--- src/verilog/acd_consts.svh ---
// constants for the converter control block: offsets, fields, resets, timing
`ifndef ACD_CONSTS_SVH
`define ACD_CONSTS_SVH

// register indices, byte address is four times the index
`define ACD_IDX_MODE 16'hffbc
`define ACD_IDX_RESULT 16'hffbd
`define ACD_IDX_START 16'hffbe
`define ACD_IDX_PINSEL 16'hffef
`define ACD_IDX_IRQ_REQ 16'hffc0
`define ACD_IDX_IRQ_EN 16'hffc1

// reset values
`define ACD_MODE_RST 8'h78
`define ACD_START_RST 8'h7f
`define ACD_PINSEL_RST 8'h00

// field positions and fixed patterns
`define ACD_MODE_SPEED_BIT 7
`define ACD_MODE_RSVD 4'hf
`define ACD_START_FLAG_BIT 7
`define ACD_START_RSVD 7'h7f
`define ACD_IRQ_BIT 0

// conversion timing in system clock cycles
`define ACD_PERIOD_SLOW 62
`define ACD_PERIOD_FAST 31
`define ACD_TRIAL_SLOW 6
`define ACD_TRIAL_FAST 3

// bus
`define ACD_AXI_ADDR_W 18
`define ACD_RESP_OKAY 2'b00
`define ACD_RESP_SLVERR 2'b10

`endif

--- src/verilog/acd_pkg.sv ---
// types shared by the converter control block
`include "acd_consts.svh"

package acd_pkg;

  // conversion sequencer states
  typedef enum logic [1:0] {
    ACD_ST_IDLE = 2'b00,
    ACD_ST_SAMPLE = 2'b01,
    ACD_ST_TRIAL = 2'b10
  } acd_state_e;

  // one register access handed from the bus slave to the register file
  typedef struct packed {
    logic wr;
    logic [15:0] wr_idx;
    logic [7:0] wdata;
    logic wr_lane0;
    logic rd;
    logic [15:0] rd_idx;
  } acd_reg_req_s;

endpackage

--- src/verilog/acd_conv_ctrl.sv ---
// converter control: registers, successive-approximation sequencer, done request
//
// Notes on behaviour
// - writing one to the start flag begins converting the selected channel
// - at conversion end load result and clear start flag together
// - start flag bit 7 reads one while busy; writing zero aborts
// - conversion period runs from flag set to flag cleared at completion
// - result holds eight bits, unchanged until the next conversion starts
// - result readable any time; value during conversion is undefined
// - reset leaves the result register untouched
// - mode bit 7 picks period: 62 cycles when zero, 31 when one
// - mode bits 2..0 pick channel 0 to 7, default channel 0
// - mode resets to 78h; bits 6..3 read one, ignore writes
// - start register bits 6..0 read one and ignore writes
// - pin select register: one bit per pin, one means analog input
// - pin select register is write-only and resets to all zeros
// - an interrupt request is raised on every conversion completion
// - completion sets the done request flag in the request register
// - interrupt reaches the processor only when its enable bit is one
//
// Added by the designer: the AXI4-Lite register port.
`timescale 1ns/1ps
`default_nettype none

module acd_conv_ctrl
  import acd_pkg::*;
(
  input wire logic clk_i,
  input wire logic rst_i,
  input wire logic [`ACD_AXI_ADDR_W-1:0] s_axil_awaddr_i,
  input wire logic s_axil_awvalid_i,
  output logic s_axil_awready_o,
  input wire logic [31:0] s_axil_wdata_i,
  input wire logic [3:0] s_axil_wstrb_i,
  input wire logic s_axil_wvalid_i,
  output logic s_axil_wready_o,
  output logic [1:0] s_axil_bresp_o,
  output logic s_axil_bvalid_o,
  input wire logic s_axil_bready_i,
  input wire logic [`ACD_AXI_ADDR_W-1:0] s_axil_araddr_i,
  input wire logic s_axil_arvalid_i,
  output logic s_axil_arready_o,
  output logic [31:0] s_axil_rdata_o,
  output logic [1:0] s_axil_rresp_o,
  output logic s_axil_rvalid_o,
  input wire logic s_axil_rready_i,
  input wire logic cmp_above_i,
  output logic [2:0] chan_sel_o,
  output logic sample_hold_o,
  output logic [7:0] ladder_code_o,
  output logic [7:0] pin_analog_en_o,
  output logic conv_busy_o,
  output logic irq_o
);

  import acd_pkg::*;

  // ****************************************************************
  // timing
  // ****************************************************************

  // the sample window takes whatever the eight trials leave of the period
  localparam int TRIALS = 8;
  localparam int SAMPLE_SLOW = `ACD_PERIOD_SLOW - TRIALS * `ACD_TRIAL_SLOW;
  localparam int SAMPLE_FAST = `ACD_PERIOD_FAST - TRIALS * `ACD_TRIAL_FAST;
  localparam logic [5:0] SAMPLE_SLOW_C = 6'(SAMPLE_SLOW - 1);
  localparam logic [5:0] SAMPLE_FAST_C = 6'(SAMPLE_FAST - 1);
  localparam logic [5:0] TRIAL_SLOW_C = 6'(`ACD_TRIAL_SLOW - 1);
  localparam logic [5:0] TRIAL_FAST_C = 6'(`ACD_TRIAL_FAST - 1);

  // ****************************************************************
  // declarations
  // ****************************************************************

  acd_reg_req_s req;
  logic [7:0] rd_data;
  logic rd_err;
  logic wr_err;
  logic cmp_sync;

  // software visible state
  logic speed_ff;
  logic [2:0] chan_ff;
  logic start_flag_ff;
  logic [7:0] result_ff;
  logic [7:0] pinsel_ff;
  logic done_req_ff;
  logic done_en_ff;

  // sequencer state
  acd_state_e state_ff;
  logic [5:0] cnt_ff;
  logic [2:0] bit_ff;
  logic [7:0] sar_ff;
  logic fast_ff;

  // output flops
  logic [2:0] chan_out_ff;
  logic sample_out_ff;
  logic [7:0] pin_out_ff;
  logic busy_out_ff;
  logic irq_out_ff;

  // ****************************************************************
  // bus front end and comparator synchroniser
  // ****************************************************************

  acd_axil_slave u_slave (
    .clk_i(clk_i),
    .rst_i(rst_i),
    .s_axil_awaddr_i(s_axil_awaddr_i),
    .s_axil_awvalid_i(s_axil_awvalid_i),
    .s_axil_awready_o(s_axil_awready_o),
    .s_axil_wdata_i(s_axil_wdata_i),
    .s_axil_wstrb_i(s_axil_wstrb_i),
    .s_axil_wvalid_i(s_axil_wvalid_i),
    .s_axil_wready_o(s_axil_wready_o),
    .s_axil_bresp_o(s_axil_bresp_o),
    .s_axil_bvalid_o(s_axil_bvalid_o),
    .s_axil_bready_i(s_axil_bready_i),
    .s_axil_araddr_i(s_axil_araddr_i),
    .s_axil_arvalid_i(s_axil_arvalid_i),
    .s_axil_arready_o(s_axil_arready_o),
    .s_axil_rdata_o(s_axil_rdata_o),
    .s_axil_rresp_o(s_axil_rresp_o),
    .s_axil_rvalid_o(s_axil_rvalid_o),
    .s_axil_rready_i(s_axil_rready_i),
    .req_o(req),
    .wr_err_i(wr_err),
    .rd_data_i(rd_data),
    .rd_err_i(rd_err)
  );

  // comparator is analog, so it is treated as asynchronous
  acd_sync2 #(
    .W(1)
  ) u_cmp_sync (
    .clk_i(clk_i),
    .rst_i(rst_i),
    .d_i(cmp_above_i),
    .q_o(cmp_sync)
  );

  // ****************************************************************
  // write decode
  // ****************************************************************

  // a write without byte lane 0 stores nothing but still answers okay
  wire wr_go = req.wr & req.wr_lane0;
  wire wr_mode = wr_go & (req.wr_idx == `ACD_IDX_MODE);
  wire wr_start = wr_go & (req.wr_idx == `ACD_IDX_START);
  wire wr_pinsel = wr_go & (req.wr_idx == `ACD_IDX_PINSEL);
  wire wr_req = wr_go & (req.wr_idx == `ACD_IDX_IRQ_REQ);
  wire wr_en = wr_go & (req.wr_idx == `ACD_IDX_IRQ_EN);
  wire wr_flag = req.wdata[`ACD_START_FLAG_BIT];

  // result is read-only, so a write there is refused
  wire wr_known = (req.wr_idx == `ACD_IDX_MODE) | (req.wr_idx == `ACD_IDX_START) |
                  (req.wr_idx == `ACD_IDX_PINSEL) | (req.wr_idx == `ACD_IDX_IRQ_REQ) |
                  (req.wr_idx == `ACD_IDX_IRQ_EN);
  assign wr_err = ~wr_known;

  // start only from idle; a one written while busy changes nothing
  wire start_go = wr_start & wr_flag & ~start_flag_ff;
  wire abort_go = wr_start & ~wr_flag & start_flag_ff;

  // ****************************************************************
  // sequencer decode
  // ****************************************************************

  wire cnt_end = (cnt_ff == 6'd0);
  wire [5:0] trial_len = fast_ff ? TRIAL_FAST_C : TRIAL_SLOW_C;
  wire in_sample = (state_ff == ACD_ST_SAMPLE);
  wire in_trial = (state_ff == ACD_ST_TRIAL);
  wire sample_end = in_sample & cnt_end;
  wire trial_end = in_trial & cnt_end;
  wire last_trial = trial_end & (bit_ff == 3'd0);
  // abort in the very cycle of completion wins: no result, no request
  wire conv_done = last_trial & ~abort_go;

  // the bit under test is dropped when the input sits below the ladder
  wire [7:0] bit_mask = 8'h01 << bit_ff;
  wire [7:0] sar_kept = cmp_sync ? sar_ff : (sar_ff & ~bit_mask);
  wire [7:0] sar_next_try = sar_kept | (bit_mask >> 1);

  // ****************************************************************
  // sequencer
  // ****************************************************************

  // sample window, then one trial per bit from the msb
  always_ff @(posedge clk_i) begin
    if (rst_i) begin
      state_ff <= ACD_ST_IDLE;
      cnt_ff <= 6'd0;
      bit_ff <= 3'd0;
      sar_ff <= 8'h00;
      fast_ff <= 1'b0;
    end else if (abort_go) begin
      state_ff <= ACD_ST_IDLE;
      cnt_ff <= 6'd0;
    end else begin
      case (state_ff)
        ACD_ST_IDLE: begin
          if (start_go) begin
            // speed is frozen for the whole period
            fast_ff <= speed_ff;
            cnt_ff <= speed_ff ? SAMPLE_FAST_C : SAMPLE_SLOW_C;
            state_ff <= ACD_ST_SAMPLE;
            sar_ff <= 8'h00;
          end
        end
        ACD_ST_SAMPLE: begin
          if (cnt_end) begin
            state_ff <= ACD_ST_TRIAL;
            bit_ff <= 3'd7;
            sar_ff <= 8'h80;
            cnt_ff <= trial_len;
          end else begin
            cnt_ff <= cnt_ff - 6'd1;
          end
        end
        ACD_ST_TRIAL: begin
          if (cnt_end) begin
            if (bit_ff == 3'd0) begin
              sar_ff <= sar_kept;
              state_ff <= ACD_ST_IDLE;
            end else begin
              sar_ff <= sar_next_try;
              bit_ff <= bit_ff - 3'd1;
              cnt_ff <= trial_len;
            end
          end else begin
            cnt_ff <= cnt_ff - 6'd1;
          end
        end
        default: begin
          state_ff <= ACD_ST_IDLE;
        end
      endcase
    end
  end

  // ****************************************************************
  // registers
  // ****************************************************************

  // mode: speed and channel, reserved bits are not stored
  always_ff @(posedge clk_i) begin
    if (rst_i) begin
      speed_ff <= 1'(`ACD_MODE_RST >> `ACD_MODE_SPEED_BIT);
      chan_ff <= 3'(`ACD_MODE_RST);
    end else if (wr_mode) begin
      speed_ff <= req.wdata[`ACD_MODE_SPEED_BIT];
      chan_ff <= req.wdata[2:0];
    end
  end

  // start flag: set by software, cleared by completion or abort
  always_ff @(posedge clk_i) begin
    if (rst_i) begin
      start_flag_ff <= 1'(`ACD_START_RST >> `ACD_START_FLAG_BIT);
    end else if (start_go) begin
      start_flag_ff <= 1'b1;
    end else if (abort_go | conv_done) begin
      start_flag_ff <= 1'b0;
    end
  end

  // result keeps no reset so a reset cannot disturb a stored value
  always_ff @(posedge clk_i) begin
    if (conv_done) begin
      result_ff <= sar_kept;
    end
  end

  // pin select and done enable
  always_ff @(posedge clk_i) begin
    if (rst_i) begin
      pinsel_ff <= `ACD_PINSEL_RST;
      done_en_ff <= 1'b0;
    end else begin
      if (wr_pinsel) pinsel_ff <= req.wdata;
      if (wr_en) done_en_ff <= req.wdata[`ACD_IRQ_BIT];
    end
  end

  // done request: completion wins over a clearing write in the same cycle
  always_ff @(posedge clk_i) begin
    if (rst_i) begin
      done_req_ff <= 1'b0;
    end else if (conv_done) begin
      done_req_ff <= 1'b1;
    end else if (wr_req & ~req.wdata[`ACD_IRQ_BIT]) begin
      done_req_ff <= 1'b0;
    end
  end

  // ****************************************************************
  // read decode
  // ****************************************************************

  wire rd_mode = (req.rd_idx == `ACD_IDX_MODE);
  wire rd_result = (req.rd_idx == `ACD_IDX_RESULT);
  wire rd_start = (req.rd_idx == `ACD_IDX_START);
  wire rd_pinsel = (req.rd_idx == `ACD_IDX_PINSEL);
  wire rd_req = (req.rd_idx == `ACD_IDX_IRQ_REQ);
  wire rd_en = (req.rd_idx == `ACD_IDX_IRQ_EN);

  wire [7:0] mode_val = {speed_ff, `ACD_MODE_RSVD, chan_ff};
  wire [7:0] start_val = {start_flag_ff, `ACD_START_RSVD};
  // mid-conversion reads show the partial approximation
  wire [7:0] result_val = start_flag_ff ? sar_ff : result_ff;
  wire [7:0] req_val = {7'h00, done_req_ff};
  wire [7:0] en_val = {7'h00, done_en_ff};

  // the pin select register is write-only and reads back as zero
  assign rd_data = rd_mode ? mode_val :
                   rd_result ? result_val :
                   rd_start ? start_val :
                   rd_req ? req_val :
                   rd_en ? en_val : 8'h00;
  assign rd_err = ~(rd_mode | rd_result | rd_start | rd_pinsel | rd_req | rd_en);

  // ****************************************************************
  // analog side and outputs
  // ****************************************************************

  // everything leaves through a flop to keep the analog side glitch free
  always_ff @(posedge clk_i) begin
    if (rst_i) begin
      chan_out_ff <= 3'd0;
      sample_out_ff <= 1'b0;
      pin_out_ff <= 8'h00;
      busy_out_ff <= 1'b0;
      irq_out_ff <= 1'b0;
    end else begin
      chan_out_ff <= chan_ff;
      sample_out_ff <= in_sample & ~sample_end;
      pin_out_ff <= pinsel_ff;
      busy_out_ff <= start_flag_ff;
      irq_out_ff <= done_req_ff & done_en_ff;
    end
  end

  assign chan_sel_o = chan_out_ff;
  assign sample_hold_o = sample_out_ff;
  // ladder straight from the sar flop: an extra stage plus the synchroniser overruns a fast trial
  assign ladder_code_o = sar_ff;
  assign pin_analog_en_o = pin_out_ff;
  assign conv_busy_o = busy_out_ff;
  assign irq_o = irq_out_ff;

endmodule

`default_nettype wire

--- src/verilog/acd_sync2.sv ---
// two flip-flop synchroniser for levels entering from outside the clock domain
`timescale 1ns/1ps
`default_nettype none

module acd_sync2 #(
  parameter int W = 1
) (
  input wire logic clk_i,
  input wire logic rst_i,
  input wire logic [W-1:0] d_i,
  output logic [W-1:0] q_o
);

  logic [W-1:0] meta_ff;
  logic [W-1:0] sync_ff;

  // first stage feeds only the second stage
  always_ff @(posedge clk_i) begin
    if (rst_i) begin
      meta_ff <= '0;
      sync_ff <= '0;
    end else begin
      meta_ff <= d_i;
      sync_ff <= meta_ff;
    end
  end

  assign q_o = sync_ff;

endmodule

`default_nettype wire

--- src/verilog/acd_axil_slave.sv ---
// axi4-lite slave front end for the converter registers
`timescale 1ns/1ps
`default_nettype none

module acd_axil_slave
  import acd_pkg::*;
(
  input wire logic clk_i,
  input wire logic rst_i,
  input wire logic [`ACD_AXI_ADDR_W-1:0] s_axil_awaddr_i,
  input wire logic s_axil_awvalid_i,
  output logic s_axil_awready_o,
  input wire logic [31:0] s_axil_wdata_i,
  input wire logic [3:0] s_axil_wstrb_i,
  input wire logic s_axil_wvalid_i,
  output logic s_axil_wready_o,
  output logic [1:0] s_axil_bresp_o,
  output logic s_axil_bvalid_o,
  input wire logic s_axil_bready_i,
  input wire logic [`ACD_AXI_ADDR_W-1:0] s_axil_araddr_i,
  input wire logic s_axil_arvalid_i,
  output logic s_axil_arready_o,
  output logic [31:0] s_axil_rdata_o,
  output logic [1:0] s_axil_rresp_o,
  output logic s_axil_rvalid_o,
  input wire logic s_axil_rready_i,
  output acd_pkg::acd_reg_req_s req_o,
  input wire logic wr_err_i,
  input wire logic [7:0] rd_data_i,
  input wire logic rd_err_i
);

  logic awready_ff, wready_ff, arready_ff, bvalid_ff, rvalid_ff;
  logic aw_hold_ff, w_hold_ff;
  logic [`ACD_AXI_ADDR_W-1:0] awaddr_ff;
  logic [7:0] wdata_ff;
  logic lane0_ff;
  logic [1:0] bresp_ff, rresp_ff;
  logic [7:0] rdata_ff;

  // handshakes and the single write / single read in flight
  wire aw_take = s_axil_awvalid_i & awready_ff;
  wire w_take = s_axil_wvalid_i & wready_ff;
  wire ar_take = s_axil_arvalid_i & arready_ff;
  wire wr_fire = aw_hold_ff & w_hold_ff & ~bvalid_ff;
  wire nxt_aw_hold = (aw_hold_ff & ~wr_fire) | aw_take;
  wire nxt_w_hold = (w_hold_ff & ~wr_fire) | w_take;

  assign req_o = '{wr: wr_fire, wr_idx: awaddr_ff[`ACD_AXI_ADDR_W-1:2],
                   wdata: wdata_ff, wr_lane0: lane0_ff,
                   rd: ar_take, rd_idx: s_axil_araddr_i[`ACD_AXI_ADDR_W-1:2]};

  // address and data capture, either order
  always_ff @(posedge clk_i) begin
    if (rst_i) begin
      aw_hold_ff <= 1'b0;
      w_hold_ff <= 1'b0;
      awready_ff <= 1'b0;
      wready_ff <= 1'b0;
      awaddr_ff <= '0;
      wdata_ff <= 8'h00;
      lane0_ff <= 1'b0;
    end else begin
      aw_hold_ff <= nxt_aw_hold;
      w_hold_ff <= nxt_w_hold;
      awready_ff <= ~nxt_aw_hold;
      wready_ff <= ~nxt_w_hold;
      if (aw_take) awaddr_ff <= s_axil_awaddr_i;
      if (w_take) begin
        wdata_ff <= s_axil_wdata_i[7:0];
        lane0_ff <= s_axil_wstrb_i[0];
      end
    end
  end

  // responses stand until the master takes them
  always_ff @(posedge clk_i) begin
    if (rst_i) begin
      bvalid_ff <= 1'b0;
      bresp_ff <= `ACD_RESP_OKAY;
      rvalid_ff <= 1'b0;
      rresp_ff <= `ACD_RESP_OKAY;
      rdata_ff <= 8'h00;
      arready_ff <= 1'b0;
    end else begin
      if (wr_fire) begin
        bvalid_ff <= 1'b1;
        bresp_ff <= wr_err_i ? `ACD_RESP_SLVERR : `ACD_RESP_OKAY;
      end else if (s_axil_bready_i) begin
        bvalid_ff <= 1'b0;
      end
      if (ar_take) begin
        rvalid_ff <= 1'b1;
        rdata_ff <= rd_data_i;
        rresp_ff <= rd_err_i ? `ACD_RESP_SLVERR : `ACD_RESP_OKAY;
      end else if (s_axil_rready_i) begin
        rvalid_ff <= 1'b0;
      end
      arready_ff <= ~(ar_take | (rvalid_ff & ~s_axil_rready_i));
    end
  end

  assign s_axil_awready_o = awready_ff;
  assign s_axil_wready_o = wready_ff;
  assign s_axil_bvalid_o = bvalid_ff;
  assign s_axil_bresp_o = bresp_ff;
  assign s_axil_arready_o = arready_ff;
  assign s_axil_rvalid_o = rvalid_ff;
  assign s_axil_rresp_o = rresp_ff;
  assign s_axil_rdata_o = {24'h000000, rdata_ff};

endmodule

`default_nettype wire

--- config.mk ---
export PLATFORM = sky130hd
export DESIGN_NAME = acd_conv_ctrl
export DESIGN_NICKNAME = d
export VERILOG_FILES = /design/src/verilog/acd_pkg.sv /design/src/verilog/acd_conv_ctrl.sv /design/src/verilog/acd_sync2.sv /design/src/verilog/acd_axil_slave.sv
export VERILOG_INCLUDE_DIRS = /design/src /design/src/verilog
export SDC_FILE = /design/constraint.sdc
export NUM_CORES = 1
export LEC_CHECK = 0
export BUFFER_PORTS_ARGS = -buffer_cell sky130_fd_sc_hd__buf_2
export CORE_MARGIN = 1.5
export CORE_UTILIZATION = 53
export CTS_BUF_LIST = sky130_fd_sc_hd__clkbuf_2 sky130_fd_sc_hd__clkbuf_4 sky130_fd_sc_hd__clkbuf_8
export DETAILED_ROUTE_END_ITERATION = 16
export PLACE_DENSITY = 0.83
export SYNTH_ARGS = -nofsm -noshare
export SYNTH_HDL_FRONTEND = slang
export SYNTH_SLANG_ARGS = --single-unit
export TNS_END_PERCENT = 100
--- constraint.sdc ---
create_clock -name clk_i -period 2.9 [get_ports clk_i]
set_input_delay 0.58 -clock clk_i [delete_from_list [all_inputs] [get_ports clk_i]]
set_output_delay 0.58 -clock clk_i [all_outputs]
set_load 0.1 [all_outputs]
==> reports/metrics.yaml <==
outcome: "finished clean"
finalSetupViolations: 0
cts_tree: "done"
syn2layout_area_growth_pct: 12.2
maxCapViolCount: 0
max_stage_delay_ps: 660
crit_family: "simple AND/OR/NAND/NOR gates"
pwr-share-comb: 0.121
cp.buffers_inverters: 1
grt_max_degree: 63
antenna_found_initial: 0
grt_pass1_wl_um: 16700
drtIter0Drc: 227
worst_ep_required_time_ps: 3180
power.switching_uw: 817
nFillCells: 774
whs_endpoint: "u_cmp_sync.meta_ff"
seq_area_frac_synth: 0.450
cts.sink_count: 101
reg2reg_from: "bit_ff[0]"
drv_slew: 0
drt_wl_total_um: 9770
yosysWarnings: 0
hp-class: "primary input to flip-flop"
power_density_nw_per_um2: 519
reg2reg_depth: 7
routedWlPerCell_um: 13.7
diodes: 0
tightest_slew_ps: 902
drt_pass1_iterations: 4
track_usage: 0.213
clk_pin_slew_ps: 100
fp.dieH_um: 96.9
start_util: 0.541
utilization: 0.608
end_kind: "flip-flop"
ant_nets: 0
slowest_stage: "or4b_2"
clock_latency_ps: 380
critical_path.cell_chain: "inv_1, ha_1, and3b_1, or4b_2, a21oi_1, nor2_1, a311oi_1"
cts_buffers: 9
clock_skew_ps: 10.6
cts_resized: 0
async_flop_share: 0
syn_avg_cell_area_sq_um: 8.89
post-route-period-util: 0.859
worstPathMaxFanout: 6
fp.dieArea_sq_um: 9390
clock-root-buffer: "clkbuf_8"
power.leakage_uw: 0.00221
rsz0062_at_grt: "false"
netlist_instances: 526
synth_area_sq_um: 4670
crit_type: "flip-flop to flip-flop"
core_area_sq_um: 8640
fin_nets: 691
tns_ps: 0
post-dp-hpwl_um: 7260
port_buffers: 85
fin_crit_ps: 2490
min_path_cells: 2
holdBufCountCts: 0
cts_max_path_buffers: 2
num_io_pins: 143
synth_edf_count: 8
grt-ovfl-total: 0
worstPathArrival_ps: 2770
p_seq_frac: 0.531
hold_path.startpoint: "cmp_above_i"
finalHoldViolCount: 0
power.share.clock: 0.348
vias_per_cell: 5.46
fmaxAchievable_mhz: 402
synth-seq-cells: 101
fp.dieW_um: 96.9
maxSlewHeadroom: 0.399
r2r_setup_slack_ps: 410
drc_errors: 0
cts_setup_buffers: 0
vias: 3902
ir_drop_v: 0.000408
synth_ff_type: "dfxtp_1"
reg2reg_to: "bit_ff[1]"
htree_levels: 3
cp-start-kind: "flip-flop"
gp_congestion: 0.884
final_layout_size_suffix_gt1_frac: 0.201
p_int_uw: 1910
swShare: 0.300
row_count: 34
yosysUniqueCellTypes: 60
grt_pass1_vias: 3753
-- kinds of logic (layout without fill, tap and decap cells) --
| logic type | Yosys count | count (layout) | share of synthesized area |
|---|---|---|---|
| fa+ha+maj | 10 | 10 | 0.0268 |
| flops | 101 | 101 | 0.450 |
| buf+inv | 65 | 120 | 0.0838 |
| compound gates | 122 | 122 | 0.161 |
| other cells | 1 | 26 | 0.000802 |
| mux | 23 | 23 | 0.0495 |
| simple gates | 204 | 204 | 0.229 |
-- state kept, by name, indices dropped and copies added, names as in the netlist, 2 cells and up --
| register | cells |
|---|---|
| u_slave.wdata_ff | 8 |
| result_ff | 8 |
| bit_ff | 3 |
| chan_sel_o | 3 |
| chan_ff | 3 |
| u_slave.awaddr_ff | 16 |
| pin_analog_en_o | 8 |
| ladder_code_o | 8 |
| u_slave.rdata_ff | 8 |
| cnt_ff | 6 |
| pinsel_ff | 8 |
| state_ff | 2 |
-- layer usage --
metal	global-route usage	routed length, um	vias to the layer above
met2	0.352	4740	121
met5	0	0	-
met1	0.269	4370	1810
li1	-	-	1953
met3	0.0477	489	18
met4	0.0847	167	0
-- worst max-delay path by stage --
stage                                  startpoint                to  slack, ps  cells past startpoint
final                                   bit_ff[0]         bit_ff[1]        410                      7
after detailed placement                bit_ff[0]         bit_ff[1]        440                      7
after global placement                  cnt_ff[0]         bit_ff[0]        510                      7
after floorplan           u_slave.s_axil_bvalid_o  ladder_code_o[1]        310                      7
after CTS                               bit_ff[0]         bit_ff[1]        410                      7
after global routing                    bit_ff[0]         bit_ff[2]        250                      7
-- through the flow --
step | setup WS (ps) | cells | cell area [sq um] | hold slack, ps | power [uW]
6_report | 409 | 714 | 5250 | 417 | 2720
5_1_grt | 246 | 714 | 5250 | 414 | 2830
4_1_cts | 413 | 714 | 5250 | 412 | 2740
3_5_place_dp | 440 | 698 | 5030 | 437 | 1810
3_3_place_gp | 507 | 698 | 5030 | 418 | 1800
2_1_floorplan | 311 | 551 | 4770 | 414 | 1780
-- cell usage in the layout (no fill, tap or decap), types with 3 or more instances in the layout --
master and n:
nand3_1 15, o211ai_1 3, clkbuf_8 9, mux2i_1 22, o21ai_0 16, conb_1 26, o31ai_1 7, buf_2 85
a31oi_1 3, inv_1 13, nor4_1 4, nand4_1 5, dfxtp_1 93, nand2_1 74, a211oi_1 4, buf_4 6
or3_1 3, edfxtp_1 8, nor2_1 40, and3_1 3, nand4b_1 11, a21oi_1 63, nor2b_1 16, and2_1 4
nor3_1 4, ha_1 10, a21boi_0 8, nor3b_1 4, nand2b_1 4
-- synth_stat cells (all sizes together) (3+ instances only) --
library cell | number | area (sq um)
o21ai | 16 | 80.1
o41ai | 4 | 50.1
nand4 | 5 | 31.3
inv | 13 | 48.8
and2 | 5 | 33.8
edfxtp | 8 | 240
a21oi | 64 | 324
nand4b | 11 | 96.3
nor2b | 16 | 100
nand3 | 15 | 75.1
nor3b | 4 | 30.0
a211oi | 4 | 30.0
mux2i | 22 | 220
a21boi | 8 | 60.1
dfxtp | 93 | 1860
ha | 10 | 125
o31ai | 7 | 52.6
nor2 | 40 | 150
o211ai | 3 | 22.5
nor3 | 4 | 20.0
or3 | 4 | 26.3
clkbuf | 20 | 95.1
nand2b | 4 | 25.0
or4b | 3 | 37.5
nor4 | 5 | 37.5
buf | 32 | 248
a31oi | 3 | 18.8
and3 | 4 | 26.3
nand2 | 74 | 278
-- power by group through the flow --
stage	Clock (uW)	Sequential [uW]	Combinational [uW]
2_1_floorplan	0	1520	262
3_3_place_gp	0	1480	324
3_5_place_dp	0	1480	329
4_1_cts	960	1450	329
5_1_grt	1030	1450	350
6_report	946	1450	330
-- layout make-up --
class                           instances  area, sq um  share of cell area
Timing Repair Buffer                   91          470              0.0897
Sequential cell                       101         2100               0.401
Inverter                               13         48.8             0.00930
Tap cell                              108          135              0.0258
Clock inverter                          7         91.3              0.0174
Multi-Input combinational cell        385         2270               0.434
Clock buffer                            9          124              0.0236
Note: power is estimated with default switching activity, not from simulation.
